**config.mk**
```make
export PLATFORM = sky130hd
export DESIGN_NAME = core_acc_flags_pc_pointer
export DESIGN_NICKNAME = d
export VERILOG_FILES = /design/src/core_regs_pkg.sv /design/src/core_acc_flags_pc_pointer.sv
export SDC_FILE = /design/constraint.sdc
export NUM_CORES = 1
export LEC_CHECK = 0
export BUFFER_PORTS_ARGS = -buffer_cell sky130_fd_sc_hd__buf_2
export CAP_MARGIN = 25
export CELL_PAD_IN_SITES_DETAIL_PLACEMENT = 1
export CELL_PAD_IN_SITES_GLOBAL_PLACEMENT = 2
export CORE_MARGIN = 2
export CORE_UTILIZATION = 33
export CTS_CLUSTER_DIAMETER = 200
export DETAILED_ROUTE_END_ITERATION = 12
export PLACE_DENSITY_LB_ADDON = 0.1
export SLEW_MARGIN = 30
export SYNTH_ARGS = -nofsm -noshare
export SYNTH_HDL_FRONTEND = slang
export SYNTH_SLANG_ARGS = --single-unit
```
**constraint.sdc**
```tcl
create_clock -name clk -period 10.1 [get_ports clk]
set_input_delay 1.01 -clock clk [delete_from_list [all_inputs] [get_ports clk]]
set_output_delay 1.01 -clock clk [all_outputs]
set_load 0.01 [all_outputs]
```
**src/core_regs_pkg.sv**
```systemverilog
// constants, offsets and step codes shared by the core working-register block
package core_regs_pkg;

  // register indices on the word-addressed bus (byte address is four times the index)
  localparam logic [7:0] IDX_PTR_LOW = 8'h80;
  localparam logic [7:0] IDX_PTR_HIGH = 8'h81;
  localparam logic [7:0] IDX_FLAGS = 8'h86;
  localparam logic [7:0] IDX_PC_LOW = 8'hCE;
  localparam logic [7:0] IDX_PC_HIGH = 8'hCF;

  // field positions inside program_status_flags
  localparam int BIT_CAUSE_HI = 7;
  localparam int BIT_CAUSE_LO = 6;
  localparam int BIT_LV_HIGH = 5;
  localparam int BIT_LV_LOW = 4;
  localparam int BIT_CARRY = 2;
  localparam int BIT_HALF = 1;
  localparam int BIT_ZERO = 0;

  // reset cause encodings on {reset_cause_hi, reset_cause_lo}
  localparam logic [1:0] CAUSE_WATCHDOG = 2'h0;
  localparam logic [1:0] CAUSE_RESERVED = 2'h1;
  localparam logic [1:0] CAUSE_LOW_VOLT = 2'h2;
  localparam logic [1:0] CAUSE_EXT_PIN = 2'h3;

  // reset values and step sizes
  localparam logic [7:0] REG_RESET = 8'h00;
  localparam logic [11:0] PC_RESET = 12'h000;
  localparam logic [11:0] PC_STEP = 12'h001;
  localparam logic [11:0] PC_SKIP = 12'h002;
  localparam logic [3:0] PCH_STEP = 4'h1;
  localparam logic [7:0] BYTE_ONE = 8'h01;
  localparam logic [7:0] BYTE_FULL = 8'hFF;
  localparam logic [7:0] BYTE_ZERO = 8'h00;
  localparam logic [31:0] BUS_ZERO = 32'h0000_0000;

  // one instruction step as issued by the decoder
  typedef enum logic [3:0] {
    STEP_NEXT = 4'b0000,
    STEP_JUMP = 4'b0001,
    STEP_CMP_SKIP = 4'b0010,
    STEP_INC_SKIP = 4'b0011,
    STEP_INC_MEM_SKIP = 4'b0100,
    STEP_DEC_SKIP = 4'b0101,
    STEP_DEC_MEM_SKIP = 4'b0110,
    STEP_BIT_SKIP0 = 4'b0111,
    STEP_BIT_SKIP1 = 4'b1000,
    STEP_PC_ADD = 4'b1001,
    STEP_PC_SUB = 4'b1010,
    STEP_ALU = 4'b1011,
    STEP_SAVE = 4'b1100,
    STEP_RESTORE = 4'b1101,
    STEP_LOAD_ACC = 4'b1110
  } step_type;

  // add forms that may target the program counter low byte
  typedef enum logic [1:0] {
    ADD_PLAIN = 2'b00,
    ADD_CARRY = 2'b01,
    ADD_BANK0 = 2'b10
  } add_form_type;

endpackage

```
**src/core_acc_flags_pc_pointer.sv**
```systemverilog
// accumulator, status flags, program counter and pointer registers of the core
`timescale 1ns/1ns
`default_nettype none

module core_acc_flags_pc_pointer
  import core_regs_pkg::*;
(
  input wire logic clk,
  input wire logic rst_n,
  // avalon-mm slave, word addressed
  input wire logic [7:0] address,
  input wire logic read,
  input wire logic write,
  input wire logic [31:0] writedata,
  output logic [31:0] readdata,
  output logic waitrequest,
  // decoder step
  input wire logic stepValid,
  input wire step_type stepOp,
  input wire logic [7:0] stepOperand,
  input wire logic [2:0] stepBitSel,
  input wire logic [11:0] stepTarget,
  input wire add_form_type stepAddForm,
  // alu result for STEP_ALU
  input wire logic [7:0] aluResult,
  input wire logic aluCarry,
  input wire logic aluHalfCarry,
  input wire logic aluWriteAcc,
  // supply detector and its option straps, asynchronous
  input wire logic supplyBelowHigh,
  input wire logic supplyBelowLow,
  input wire logic highDetectorOption,
  input wire logic midDetectorOption,
  input wire logic [1:0] resetCauseIn,
  // state seen by the rest of the core
  output logic [7:0] workAccumulator,
  output logic [7:0] programStatusFlags,
  output logic [11:0] programCounter,
  output logic [15:0] pointerAddress,
  output logic [7:0] memResult,
  output logic skipTaken
);

  // ****************************************
  // storage
  // ****************************************
  logic [7:0] acc_ff, nxt_acc;
  logic [7:0] accBuf_ff, flagBuf_ff;
  logic [1:0] cause_ff;
  logic causeCaught_ff;
  logic carry_ff, half_ff, zero_ff;
  logic nxt_carry, nxt_half, nxt_zero;
  logic [3:0] pch_ff, nxt_pch;
  logic [7:0] pcl_ff, nxt_pcl;
  logic [7:0] ptrLow_ff, ptrHigh_ff;
  logic [7:0] memResult_ff;
  logic skipTaken_ff;
  logic [1:0] lvMeta_ff, lvSync_ff, optMeta_ff, optSync_ff;
  logic [31:0] readdata_ff;
  logic readDone_ff;

  logic [8:0] pclSum;
  logic [7:0] incVal, decVal, flagsNow;
  logic skipCond, busWr, busRdStart, pclCarryUp;

  // ****************************************
  // bus decode
  // ****************************************
  // reads take one wait cycle so read data comes from a flop; writes never wait
  assign busWr = write;
  assign busRdStart = read && !readDone_ff;
  assign waitrequest = busRdStart;
  assign readdata = readdata_ff;

  // detector bits are live, so they only exist on the synchronised wires
  assign flagsNow = {cause_ff, lvSync_ff[1] & optSync_ff[1], lvSync_ff[0] & optSync_ff[0],
    1'b0, carry_ff, half_ff, zero_ff};

  // read path: unmapped indices answer zero
  always_ff @(posedge clk or negedge rst_n) begin
    if (!rst_n) begin
      readdata_ff <= BUS_ZERO;
      readDone_ff <= 1'b0;
    end else begin
      readDone_ff <= busRdStart;
      if (busRdStart) begin
        case (address)
          IDX_PTR_LOW: readdata_ff <= {24'h00_0000, ptrLow_ff};
          IDX_PTR_HIGH: readdata_ff <= {24'h00_0000, ptrHigh_ff};
          IDX_FLAGS: readdata_ff <= {24'h00_0000, flagsNow};
          IDX_PC_LOW: readdata_ff <= {24'h00_0000, pcl_ff};
          IDX_PC_HIGH: readdata_ff <= {28'h000_0000, pch_ff};
          default: readdata_ff <= BUS_ZERO;
        endcase
      end
    end
  end

  // ****************************************
  // synchronisers
  // ****************************************
  // detector and option levels cross in from the analog side
  always_ff @(posedge clk or negedge rst_n) begin
    if (!rst_n) begin
      lvMeta_ff <= 2'h0;
      lvSync_ff <= 2'h0;
      optMeta_ff <= 2'h0;
      optSync_ff <= 2'h0;
    end else begin
      lvMeta_ff <= {supplyBelowHigh, supplyBelowLow};
      lvSync_ff <= lvMeta_ff;
      optMeta_ff <= {highDetectorOption, midDetectorOption};
      optSync_ff <= optMeta_ff;
    end
  end

  // ****************************************
  // step arithmetic
  // ****************************************
  assign pclSum = {1'b0, pcl_ff} + {1'b0, acc_ff};
  assign incVal = stepOperand + BYTE_ONE;
  assign decVal = stepOperand - BYTE_ONE;
  // bank0 add never carries into the high byte; the plain and carry forms do
  assign pclCarryUp = pclSum[8] && (stepAddForm != ADD_BANK0);

  // skip condition of the current step
  always_comb begin
    skipCond = 1'b0;
    case (stepOp)
      STEP_CMP_SKIP: skipCond = (acc_ff == stepOperand);
      STEP_INC_SKIP, STEP_INC_MEM_SKIP: skipCond = (stepOperand == BYTE_FULL);
      STEP_DEC_SKIP, STEP_DEC_MEM_SKIP: skipCond = (stepOperand == BYTE_ONE);
      STEP_BIT_SKIP0: skipCond = !stepOperand[stepBitSel];
      STEP_BIT_SKIP1: skipCond = stepOperand[stepBitSel];
      default: skipCond = 1'b0;
    endcase
  end

  // ****************************************
  // program counter
  // ****************************************
  // a decoder step owns the counter; a bus write only lands when no step runs
  always_comb begin
    nxt_pch = pch_ff;
    nxt_pcl = pcl_ff;
    if (stepValid) begin
      case (stepOp)
        STEP_JUMP: {nxt_pch, nxt_pcl} = stepTarget;
        STEP_PC_ADD: begin
          nxt_pcl = pclSum[7:0];
          nxt_pch = pclCarryUp ? pch_ff + PCH_STEP : pch_ff;
        end
        STEP_PC_SUB: nxt_pcl = pcl_ff - acc_ff;
        default: {nxt_pch, nxt_pcl} = {pch_ff, pcl_ff} + (skipCond ? PC_SKIP : PC_STEP);
      endcase
    end else if (busWr && address == IDX_PC_LOW) begin
      nxt_pcl = writedata[7:0];
    end else if (busWr && address == IDX_PC_HIGH) begin
      nxt_pch = writedata[3:0];
    end
  end

  always_ff @(posedge clk or negedge rst_n) begin
    if (!rst_n) begin
      pch_ff <= PC_RESET[11:8];
      pcl_ff <= PC_RESET[7:0];
    end else begin
      pch_ff <= nxt_pch;
      pcl_ff <= nxt_pcl;
    end
  end

  // ****************************************
  // accumulator and context buffers
  // ****************************************
  // interrupts never touch these: only explicit steps do
  always_comb begin
    nxt_acc = acc_ff;
    if (stepValid) begin
      case (stepOp)
        STEP_ALU: nxt_acc = aluWriteAcc ? aluResult : acc_ff;
        STEP_INC_SKIP: nxt_acc = incVal;
        STEP_DEC_SKIP: nxt_acc = decVal;
        STEP_RESTORE: nxt_acc = accBuf_ff;
        STEP_LOAD_ACC: nxt_acc = stepOperand;
        default: nxt_acc = acc_ff;
      endcase
    end
  end

  always_ff @(posedge clk or negedge rst_n) begin
    if (!rst_n) begin
      acc_ff <= REG_RESET;
    end else begin
      acc_ff <= nxt_acc;
    end
  end

  always_ff @(posedge clk or negedge rst_n) begin
    if (!rst_n) begin
      accBuf_ff <= REG_RESET;
      flagBuf_ff <= REG_RESET;
    end else if (stepValid && stepOp == STEP_SAVE) begin
      accBuf_ff <= acc_ff;
      flagBuf_ff <= flagsNow;
    end
  end

  // memory-form result and skip indication for the decoder
  always_ff @(posedge clk or negedge rst_n) begin
    if (!rst_n) begin
      memResult_ff <= REG_RESET;
      skipTaken_ff <= 1'b0;
    end else begin
      skipTaken_ff <= stepValid && skipCond;
      if (stepValid && stepOp == STEP_INC_MEM_SKIP) begin
        memResult_ff <= incVal;
      end else if (stepValid && stepOp == STEP_DEC_MEM_SKIP) begin
        memResult_ff <= decVal;
      end
    end
  end

  // ****************************************
  // arithmetic flags
  // ****************************************
  // the alu reports carry in the no-borrow sense for subtracts, as the flags want
  always_comb begin
    nxt_carry = carry_ff;
    nxt_half = half_ff;
    nxt_zero = zero_ff;
    if (stepValid && stepOp == STEP_ALU) begin
      nxt_carry = aluCarry;
      nxt_half = aluHalfCarry;
      nxt_zero = (aluResult == BYTE_ZERO);
    end else if (stepValid && stepOp == STEP_CMP_SKIP) begin
      nxt_carry = (acc_ff >= stepOperand);
      nxt_zero = (acc_ff == stepOperand);
    end else if (stepValid && stepOp == STEP_RESTORE) begin
      nxt_carry = flagBuf_ff[BIT_CARRY];
      nxt_half = flagBuf_ff[BIT_HALF];
      nxt_zero = flagBuf_ff[BIT_ZERO];
    end else if (busWr && address == IDX_FLAGS) begin
      nxt_carry = writedata[BIT_CARRY];
      nxt_half = writedata[BIT_HALF];
      nxt_zero = writedata[BIT_ZERO];
    end
  end

  always_ff @(posedge clk or negedge rst_n) begin
    if (!rst_n) begin
      carry_ff <= 1'b0;
      half_ff <= 1'b0;
      zero_ff <= 1'b0;
    end else begin
      carry_ff <= nxt_carry;
      half_ff <= nxt_half;
      zero_ff <= nxt_zero;
    end
  end

  // ****************************************
  // reset cause
  // ****************************************
  // the cause level is caught on the first edge after release, never under reset
  always_ff @(posedge clk or negedge rst_n) begin
    if (!rst_n) begin
      cause_ff <= CAUSE_WATCHDOG;
      causeCaught_ff <= 1'b0;
    end else begin
      causeCaught_ff <= 1'b1;
      if (!causeCaught_ff) begin
        cause_ff <= resetCauseIn;
      end else if (stepValid && stepOp == STEP_RESTORE) begin
        cause_ff <= flagBuf_ff[BIT_CAUSE_HI:BIT_CAUSE_LO];
      end else if (busWr && address == IDX_FLAGS) begin
        cause_ff <= writedata[BIT_CAUSE_HI:BIT_CAUSE_LO];
      end
    end
  end

  // ****************************************
  // pointer pair
  // ****************************************
  // plain working registers; together they address bank and location
  always_ff @(posedge clk or negedge rst_n) begin
    if (!rst_n) begin
      ptrLow_ff <= REG_RESET;
      ptrHigh_ff <= REG_RESET;
    end else if (busWr && address == IDX_PTR_LOW) begin
      ptrLow_ff <= writedata[7:0];
    end else if (busWr && address == IDX_PTR_HIGH) begin
      ptrHigh_ff <= writedata[7:0];
    end
  end

  assign workAccumulator = acc_ff;
  assign programStatusFlags = flagsNow;
  assign programCounter = {pch_ff, pcl_ff};
  assign pointerAddress = {ptrHigh_ff, ptrLow_ff};
  assign memResult = memResult_ff;
  assign skipTaken = skipTaken_ff;

  // ****************************************
  // checks
  // ****************************************
  a_pc_advance_one: assert property (
    @(posedge clk) disable iff (!rst_n)
    stepValid && stepOp == STEP_NEXT |=> programCounter == $past(programCounter) + PC_STEP)
    else $error("counter did not advance by one");

  a_jump_loads_target: assert property (
    @(posedge clk) disable iff (!rst_n)
    stepValid && stepOp == STEP_JUMP |=> programCounter == $past(stepTarget))
    else $error("jump target not loaded");

  a_compare_skip_two: assert property (
    @(posedge clk) disable iff (!rst_n)
    stepValid && stepOp == STEP_CMP_SKIP && acc_ff == stepOperand
    |=> programCounter == $past(programCounter) + PC_SKIP && skipTaken)
    else $error("equal compare did not skip");

  a_inc_wrap_skip: assert property (
    @(posedge clk) disable iff (!rst_n)
    stepValid && stepOp == STEP_INC_SKIP && stepOperand == BYTE_FULL
    |=> programCounter == $past(programCounter) + PC_SKIP && workAccumulator == BYTE_ZERO)
    else $error("increment wrap did not skip");

  a_dec_no_skip: assert property (
    @(posedge clk) disable iff (!rst_n)
    stepValid && stepOp == STEP_DEC_MEM_SKIP && stepOperand != BYTE_ONE
    |=> programCounter == $past(programCounter) + PC_STEP && !skipTaken)
    else $error("decrement skipped without reaching zero");

  a_bit_set_skip: assert property (
    @(posedge clk) disable iff (!rst_n)
    stepValid && stepOp == STEP_BIT_SKIP1 && stepOperand[stepBitSel]
    |=> programCounter == $past(programCounter) + PC_SKIP)
    else $error("bit test did not skip");

  a_pcl_carry_up: assert property (
    @(posedge clk) disable iff (!rst_n)
    stepValid && stepOp == STEP_PC_ADD && stepAddForm == ADD_PLAIN && pclSum[8]
    |=> programCounter[11:8] == $past(programCounter[11:8]) + PCH_STEP)
    else $error("low byte carry lost");

  a_pcl_borrow_hold: assert property (
    @(posedge clk) disable iff (!rst_n)
    stepValid && stepOp == STEP_PC_SUB |=> programCounter[11:8] == $past(programCounter[11:8]))
    else $error("high byte moved on subtract");

  a_alu_zero_flag: assert property (
    @(posedge clk) disable iff (!rst_n)
    stepValid && stepOp == STEP_ALU
    |=> programStatusFlags[BIT_ZERO] == ($past(aluResult) == BYTE_ZERO)
      && programStatusFlags[BIT_CARRY] == $past(aluCarry))
    else $error("alu flags not refreshed");

  // save and restore two cycles apart, as the decoder spaces its steps
  a_context_round: assert property (
    @(posedge clk) disable iff (!rst_n)
    stepValid && stepOp == STEP_SAVE ##2 stepValid && stepOp == STEP_RESTORE
    |=> workAccumulator == $past(workAccumulator, 3))
    else $error("restore did not return saved accumulator");

  a_flag_bit_three: assert property (
    @(posedge clk) disable iff (!rst_n)
    read && !waitrequest && address == IDX_FLAGS |-> readdata[3] == 1'b0)
    else $error("flags bit three read as one");

  c_skip_taken: cover property (@(posedge clk) disable iff (!rst_n) skipTaken);
  c_pcl_carry: cover property (@(posedge clk) disable iff (!rst_n)
    stepValid && stepOp == STEP_PC_ADD && pclCarryUp);
  c_restore: cover property (@(posedge clk) disable iff (!rst_n)
    stepValid && stepOp == STEP_RESTORE);
  c_bus_read: cover property (@(posedge clk) disable iff (!rst_n) read && !waitrequest);

endmodule // core_acc_flags_pc_pointer

`default_nettype wire

```
After elaboration in Yosys (flattened, before gate mapping)
Cells that the tools add are included. W data, S select, Z words.

Register bits: 107. Bits in latches: 0. Memory bits (writable): 0. ROM bits: 0. Bits of input ports: 91. Output and inout port bits: 86. Word-level logic and storage cells: 121. Memories: 0.

Add/subtract/negate cells: 6. Multipliers: 0. Div/mod/pow operators: 0. Magnitude comparators: 2. Eq/ne operators: 29. Shift-type cells: 0. Multiplexer cells: 32. Bitwise operators: 3. Reductions and logical operators: 29.

Operators with widths (number): $pmux W8 S5 (2); $eq A8 B8 Y1 const B (6); $mux W8 (5); $eq A4 B4 Y1 const B (7); $pmux W8 S3 (1); $eq A4 B3 Y1 const B (4); $mux W4 (4); $logic_and A1 B1 Y1 (14); $mux W1 (13); $add A12 B2 Y12 (1); $pmux W4 S3 (1); $ne A2 B2 Y1 const B (5); $add A8 B8 Y9 (1); $add A8 B1 Y8 const B (1); $eq A4 B2 Y1 const B (2); $eq A8 B1 Y1 const B (1); $eq A8 B8 Y1 (1); $ge A8 B8 Y1 (1); $logic_not A8 Y1 (1); $mux W2 (4); $sub A8 B1 Y8 const B (1); $sub A8 B8 Y8 (1); $reduce_bool A2 Y1 (3); $pmux W1 S5 (1); 16 further kinds (20).

Longest topological paths before layout
Word-level depth: 8. Gate-level depth with buffers: 16. Gate-level depth less buffers: 15.

Worst setup path before layout
OpenSTA, ideal clock, no wires.

Path type: input-to-reg. Start: in stepOperand[2]. End: reg pch_ff[2]. Library setup time: 0.122 ns. Data arrival time: 4.082 ns. Data required time: 9.978 ns. Path slack: 5.897 ns. Stages: 15. Path buffers: 1. Cells stage by stage: clkbuf_1 > inv_1 > ha_1 > and3_1 > nand3_1 > o22ai_1 > or3_1 > inv_1 > ha_1 > inv_1 > fa_1 > o31a_1 > nand2b_1 > a311o_1 > a32o_1.

Word-level cells in the longest chain between the ends: 8. Elaborated cells between the ends (all ways): 11. Classes of those cells: add/sub: 1; eq/ne: 3; mux: 6; reduce/logical: 1.

RTL lines: start: declaration (RTL line core_acc_flags_pc_pointer.sv:20) `input wire logic [7:0] stepOperand,`; $bmux W1 S3 (RTL line core_acc_flags_pc_pointer.sv:133, core_acc_flags_pc_pointer.sv:134); $mux W1 (not written as such) (RTL line core_acc_flags_pc_pointer.sv:133, core_acc_flags_pc_pointer.sv:134); $logic_not A1 Y1 (RTL line core_acc_flags_pc_pointer.sv:133) `STEP_BIT_SKIP0: skipCond = !stepOperand[stepBitSel];`; $pmux W1 S5 (*) (RTL line core_acc_flags_pc_pointer.sv:129) `case (stepOp)`; $mux W2 (*) (RTL line core_acc_flags_pc_pointer.sv:154) `default: {nxt_pch, nxt_pcl} = {pch_ff, pcl_ff} + (skipCond ? PC_SKIP : PC_STEP);`; $add A12 B2 Y12 (*) (RTL line core_acc_flags_pc_pointer.sv:154); $pmux W4 S3 (*) (RTL line core_acc_flags_pc_pointer.sv:147) `case (stepOp)`; $mux W4 (*) (RTL line core_acc_flags_pc_pointer.sv:146) `if (stepValid) begin`; end signal: assignment (RTL line core_acc_flags_pc_pointer.sv:165) `pch_ff <= PC_RESET[11:8];`; end signal: assignment (RTL line core_acc_flags_pc_pointer.sv:168) `pch_ff <= nxt_pch;`; end: declaration (RTL line core_acc_flags_pc_pointer.sv:53) `logic [3:0] pch_ff, nxt_pch;`.

Every way passes the cells marked *; elsewhere a longest branch is shown, timed or not. The select of a mux whose other input is x is not followed. A chain may end at the register's enable or synchronous reset.

Final worst setup path
Start: in stepOp[1]. End: reg pch_ff[2].

Word-level cells in the longest chain between the ends: 7. Elaborated cells between the ends (all ways): 20. Classes of those cells: add/sub: 1; eq/ne: 12; mux: 4; reduce/logical: 3.

RTL lines: start: declaration (RTL line core_acc_flags_pc_pointer.sv:19) `input wire step_type stepOp,`; $eq A4 B3 Y1 / $eq A4 B2 Y1 (equally long branches) (RTL line core_acc_flags_pc_pointer.sv:129); $reduce_or A2 Y1 (RTL line core_acc_flags_pc_pointer.sv:129); $pmux W1 S5 (RTL line core_acc_flags_pc_pointer.sv:129); $mux W2 (RTL line core_acc_flags_pc_pointer.sv:154); $add A12 B2 Y12 (RTL line core_acc_flags_pc_pointer.sv:154); $pmux W4 S3 (RTL line core_acc_flags_pc_pointer.sv:147); $mux W4 (RTL line core_acc_flags_pc_pointer.sv:146).

Parallel ways exist; a longest one is shown, timed or not.

==> run metrics <==
status=completed; CTS tree=yes; final setup TNS=0 ns; Cells after Synth=656; leakage power=about 0.0033 uW; clock tree buffer depth=2; RR Startpoint=workAccumulator[7]$_DFFE_PN0P_; register area share after synthesis=34.0%; first-pass GRT wire length=~34000 um; max-slew violations=0; # Max-Cap Violations=0; Die H=138 um; Area Growth Syn to Fin=16.4%; finished layout cell area=0.00694 mm2; async set-reset flop share out of synthesis=100%; ys flop type=dfrtp_1; initial antenna violation count=0; GP Congestion=about 0.83; Vias=~5600; Post-synth EDFFs=0; Final Hold Violating Endpoints=0; Clock Latency Late Sink=around 0.36 ns; Die ar.=between 0.015 and 0.02 mm2; vias per cell=around 5.6; post-cts sizing count=0; GRT Total Usage=a little under a quarter; Synth warnings=0; Rel. slew slack=a little under half; Setup crit end kind=flop; core region area=around 0.018 mm2; FMAX=roughly 0.23 GHz; count of different cell masters after synthesis=75; number of buffers created by CTS=9; total I/O pin count=roughly 180; Tcrit/Tclk final=roughly 44%; Final min period=between 4 and 5 ns; FF+latch count, synth=81; DR iter-0 viols=between 200 and 250; Synth Area per Inst=~9.1 um2; DRT antenna net count=0; vias in the first global route=slightly below 6000; clock-pin slew on the worst setup and hold paths=0.07 ns; Critical Path RT=just over 10 ns; most frequent cells in the layout=buf_2 (126), dfrtp_1 (81), nand2_1 (60); Final Non-Filler Cells=~990; Inst Count DP=a little under 1000; # DRC=0; # setup viols final=0; worst slew pin tran=0.791 ns; layout cells sized above 1=around a quarter; H-tree lvl count=3; Mapped Area=~0.0060 mm2; Ant. Diodes=0; Starting Density=around 33%; RSZ-0062 raised after global routing=no; Avg WL per Cell=approximately 22 um; Final Skew=approximately 0.0096 ns; HP Class=reg -> reg; Rows=49; worst setup path start=stepOp[1]; Arr. time, crit path=around 4.7 ns; largest net degree at the start of global routing=44; CP max FO=39; commonest non-fill, non-tap cell in the layout=buf_2; Initial DRT Pass Iterations=6; maximum VDD drop=0.0865 mV; gr ovfl total=0; Nets=880; # port buffers=127; HP Start=lvMeta_ff[1]$_DFF_PN0_; Die Span X=~140 um; Filler cells=around 2100; CP Launch Type=input port; cts hold-fix bufs=0; power per cell area=198 mW/mm2; root buf cell=clkbuf_16; WL final=about 22000 um; CTS sink cnt=81; setup bufs post-CTS=0; DP HPWL=roughly 17000 um; Setup CP Type=in -> reg; Placement Cell Area=around 0.0066 mm2
==> metrics by stage <==
step                utilization [%]  hold slack (ns)  worst slack (ns)  total power [uW]
floorplan                         -            0.331              5.90               822
global placement               37.1            0.332              5.46              1000
detailed placement             37.1            0.336              5.39              1020
CTS                            38.9            0.353              5.73              1390
global route                   38.9            0.366              5.38              1460
finish                         38.9            0.351              5.69              1370
==> metal layers <==
layer	part of all wire, %	track usage, %
met5	0	0
met4	1.8	7.36
met3	4.1	3.15
met2	49	39.2
met1	45	30.1
==> sequential cells by signal, summed over array words and instances, names as in the netlist, 4 cells and up <==
name / cells
readdata: 8
pcl_ff: 8
flagBuf_ff: 5
workAccumulator: 8
accBuf_ff: 8
ptrHigh_ff: 8
ptrLow_ff: 8
pch_ff: 4
memResult: 8
==> critical path, stage by stage <==
cell       delay, ns
buf_2           0.55
nor2b_1         0.37
o2111ai_1       0.27
o22ai_1         0.10
or3_1           0.43
inv_1           0.15
ha_1            0.18
inv_1           0.06
fa_1            0.44
o31a_1          0.35
nand2b_1        0.17
a311o_1         0.32
a32o_1          0.26
==> power breakdown <==
group / leakage, uW / switching, uW / internal [uW]
sequential: 0.00102 / 102 / 381
combinational: 0.00212 / 302 / 227
clock: 0.000150 / 159 / 201
==> synthesized netlist by cell type, drive strengths merged (3+ instances only) <==
library cell | count | area share, %
xnor2 | 16 | 2.3
a22oi | 7 | 0.88
nor3b | 4 | 0.50
and3 | 4 | 0.42
nand2b | 7 | 0.73
mux2 | 33 | 6.2
or3 | 6 | 0.63
ha | 29 | 6.1
a32oi | 5 | 0.73
a221oi | 15 | 2.3
a21oi | 35 | 2.9
o21ai | 49 | 4.1
nor4b | 3 | 0.55
o211ai | 7 | 0.88
nor3 | 13 | 1.1
fa | 3 | 1.0
o22ai | 6 | 0.63
clkbuf | 18 | 1.2
a22o | 6 | 0.88
nor2 | 32 | 2.2
a21o | 16 | 2.0
dfrtp | 81 | 34
nand2 | 64 | 4.3
mux2i | 13 | 2.2
nand3 | 22 | 1.8
and2 | 5 | 0.52
nor2b | 8 | 0.84
buf | 47 | 5.3
a31oi | 5 | 0.52
xor2 | 3 | 0.44
nand4 | 6 | 0.63
a222oi | 7 | 1.2
nor4 | 6 | 0.88
inv | 28 | 1.8
a211oi | 6 | 0.76
o221ai | 3 | 0.44
==> layout make-up <==
type	count	area, um2	share of cell area, %
clock inverters	6	72.6	1.05
repair buffers	131	668	9.63
multi-input cells	506	3540	51.0
flip-flops and latches	81	2030	29.2
well taps	229	287	4.13
inverters	28	105	1.51
clock buffers	10	239	3.44
==> logic make-up after synthesis <==
| family | Yosys count | share of synthesized area [%] |
|---|---|---|
| AOI/OAI and AO/OA | 189 | 21.6 |
| other | 2 | 0.126 |
| muxes | 48 | 9.17 |
| DFF | 81 | 34.0 |
| xor gates and xnor gates | 19 | 2.79 |
| buffers and inverters | 93 | 8.22 |
| adders and majority gates | 32 | 7.09 |
| and+or+nand+nor | 192 | 17.0 |
==> worst paths after layout <==
| kind | to | slack [ns] | cells after the start |
|---|---|---|---|
| max | pch_ff[2]$_DFFE_PN0P_ | 5.69 | 13 |
| min reg2reg | lvSync_ff[1]$_DFF_PN0_ | 0.35 | 0 |
| max reg2reg | pch_ff[2]$_DFFE_PN0P_ | 6.27 | 13 |
| min in group asynchronous | memResult[6]$_DFFE_PN0P_ | 0.62 | 1 |
| max in group asynchronous | ptrLow_ff[4]$_DFFE_PN0P_ | 8.47 | 2 |
| min | lvSync_ff[1]$_DFF_PN0_ | 0.35 | 0 |
No activity file was read; power rests on OpenSTA's default activity.
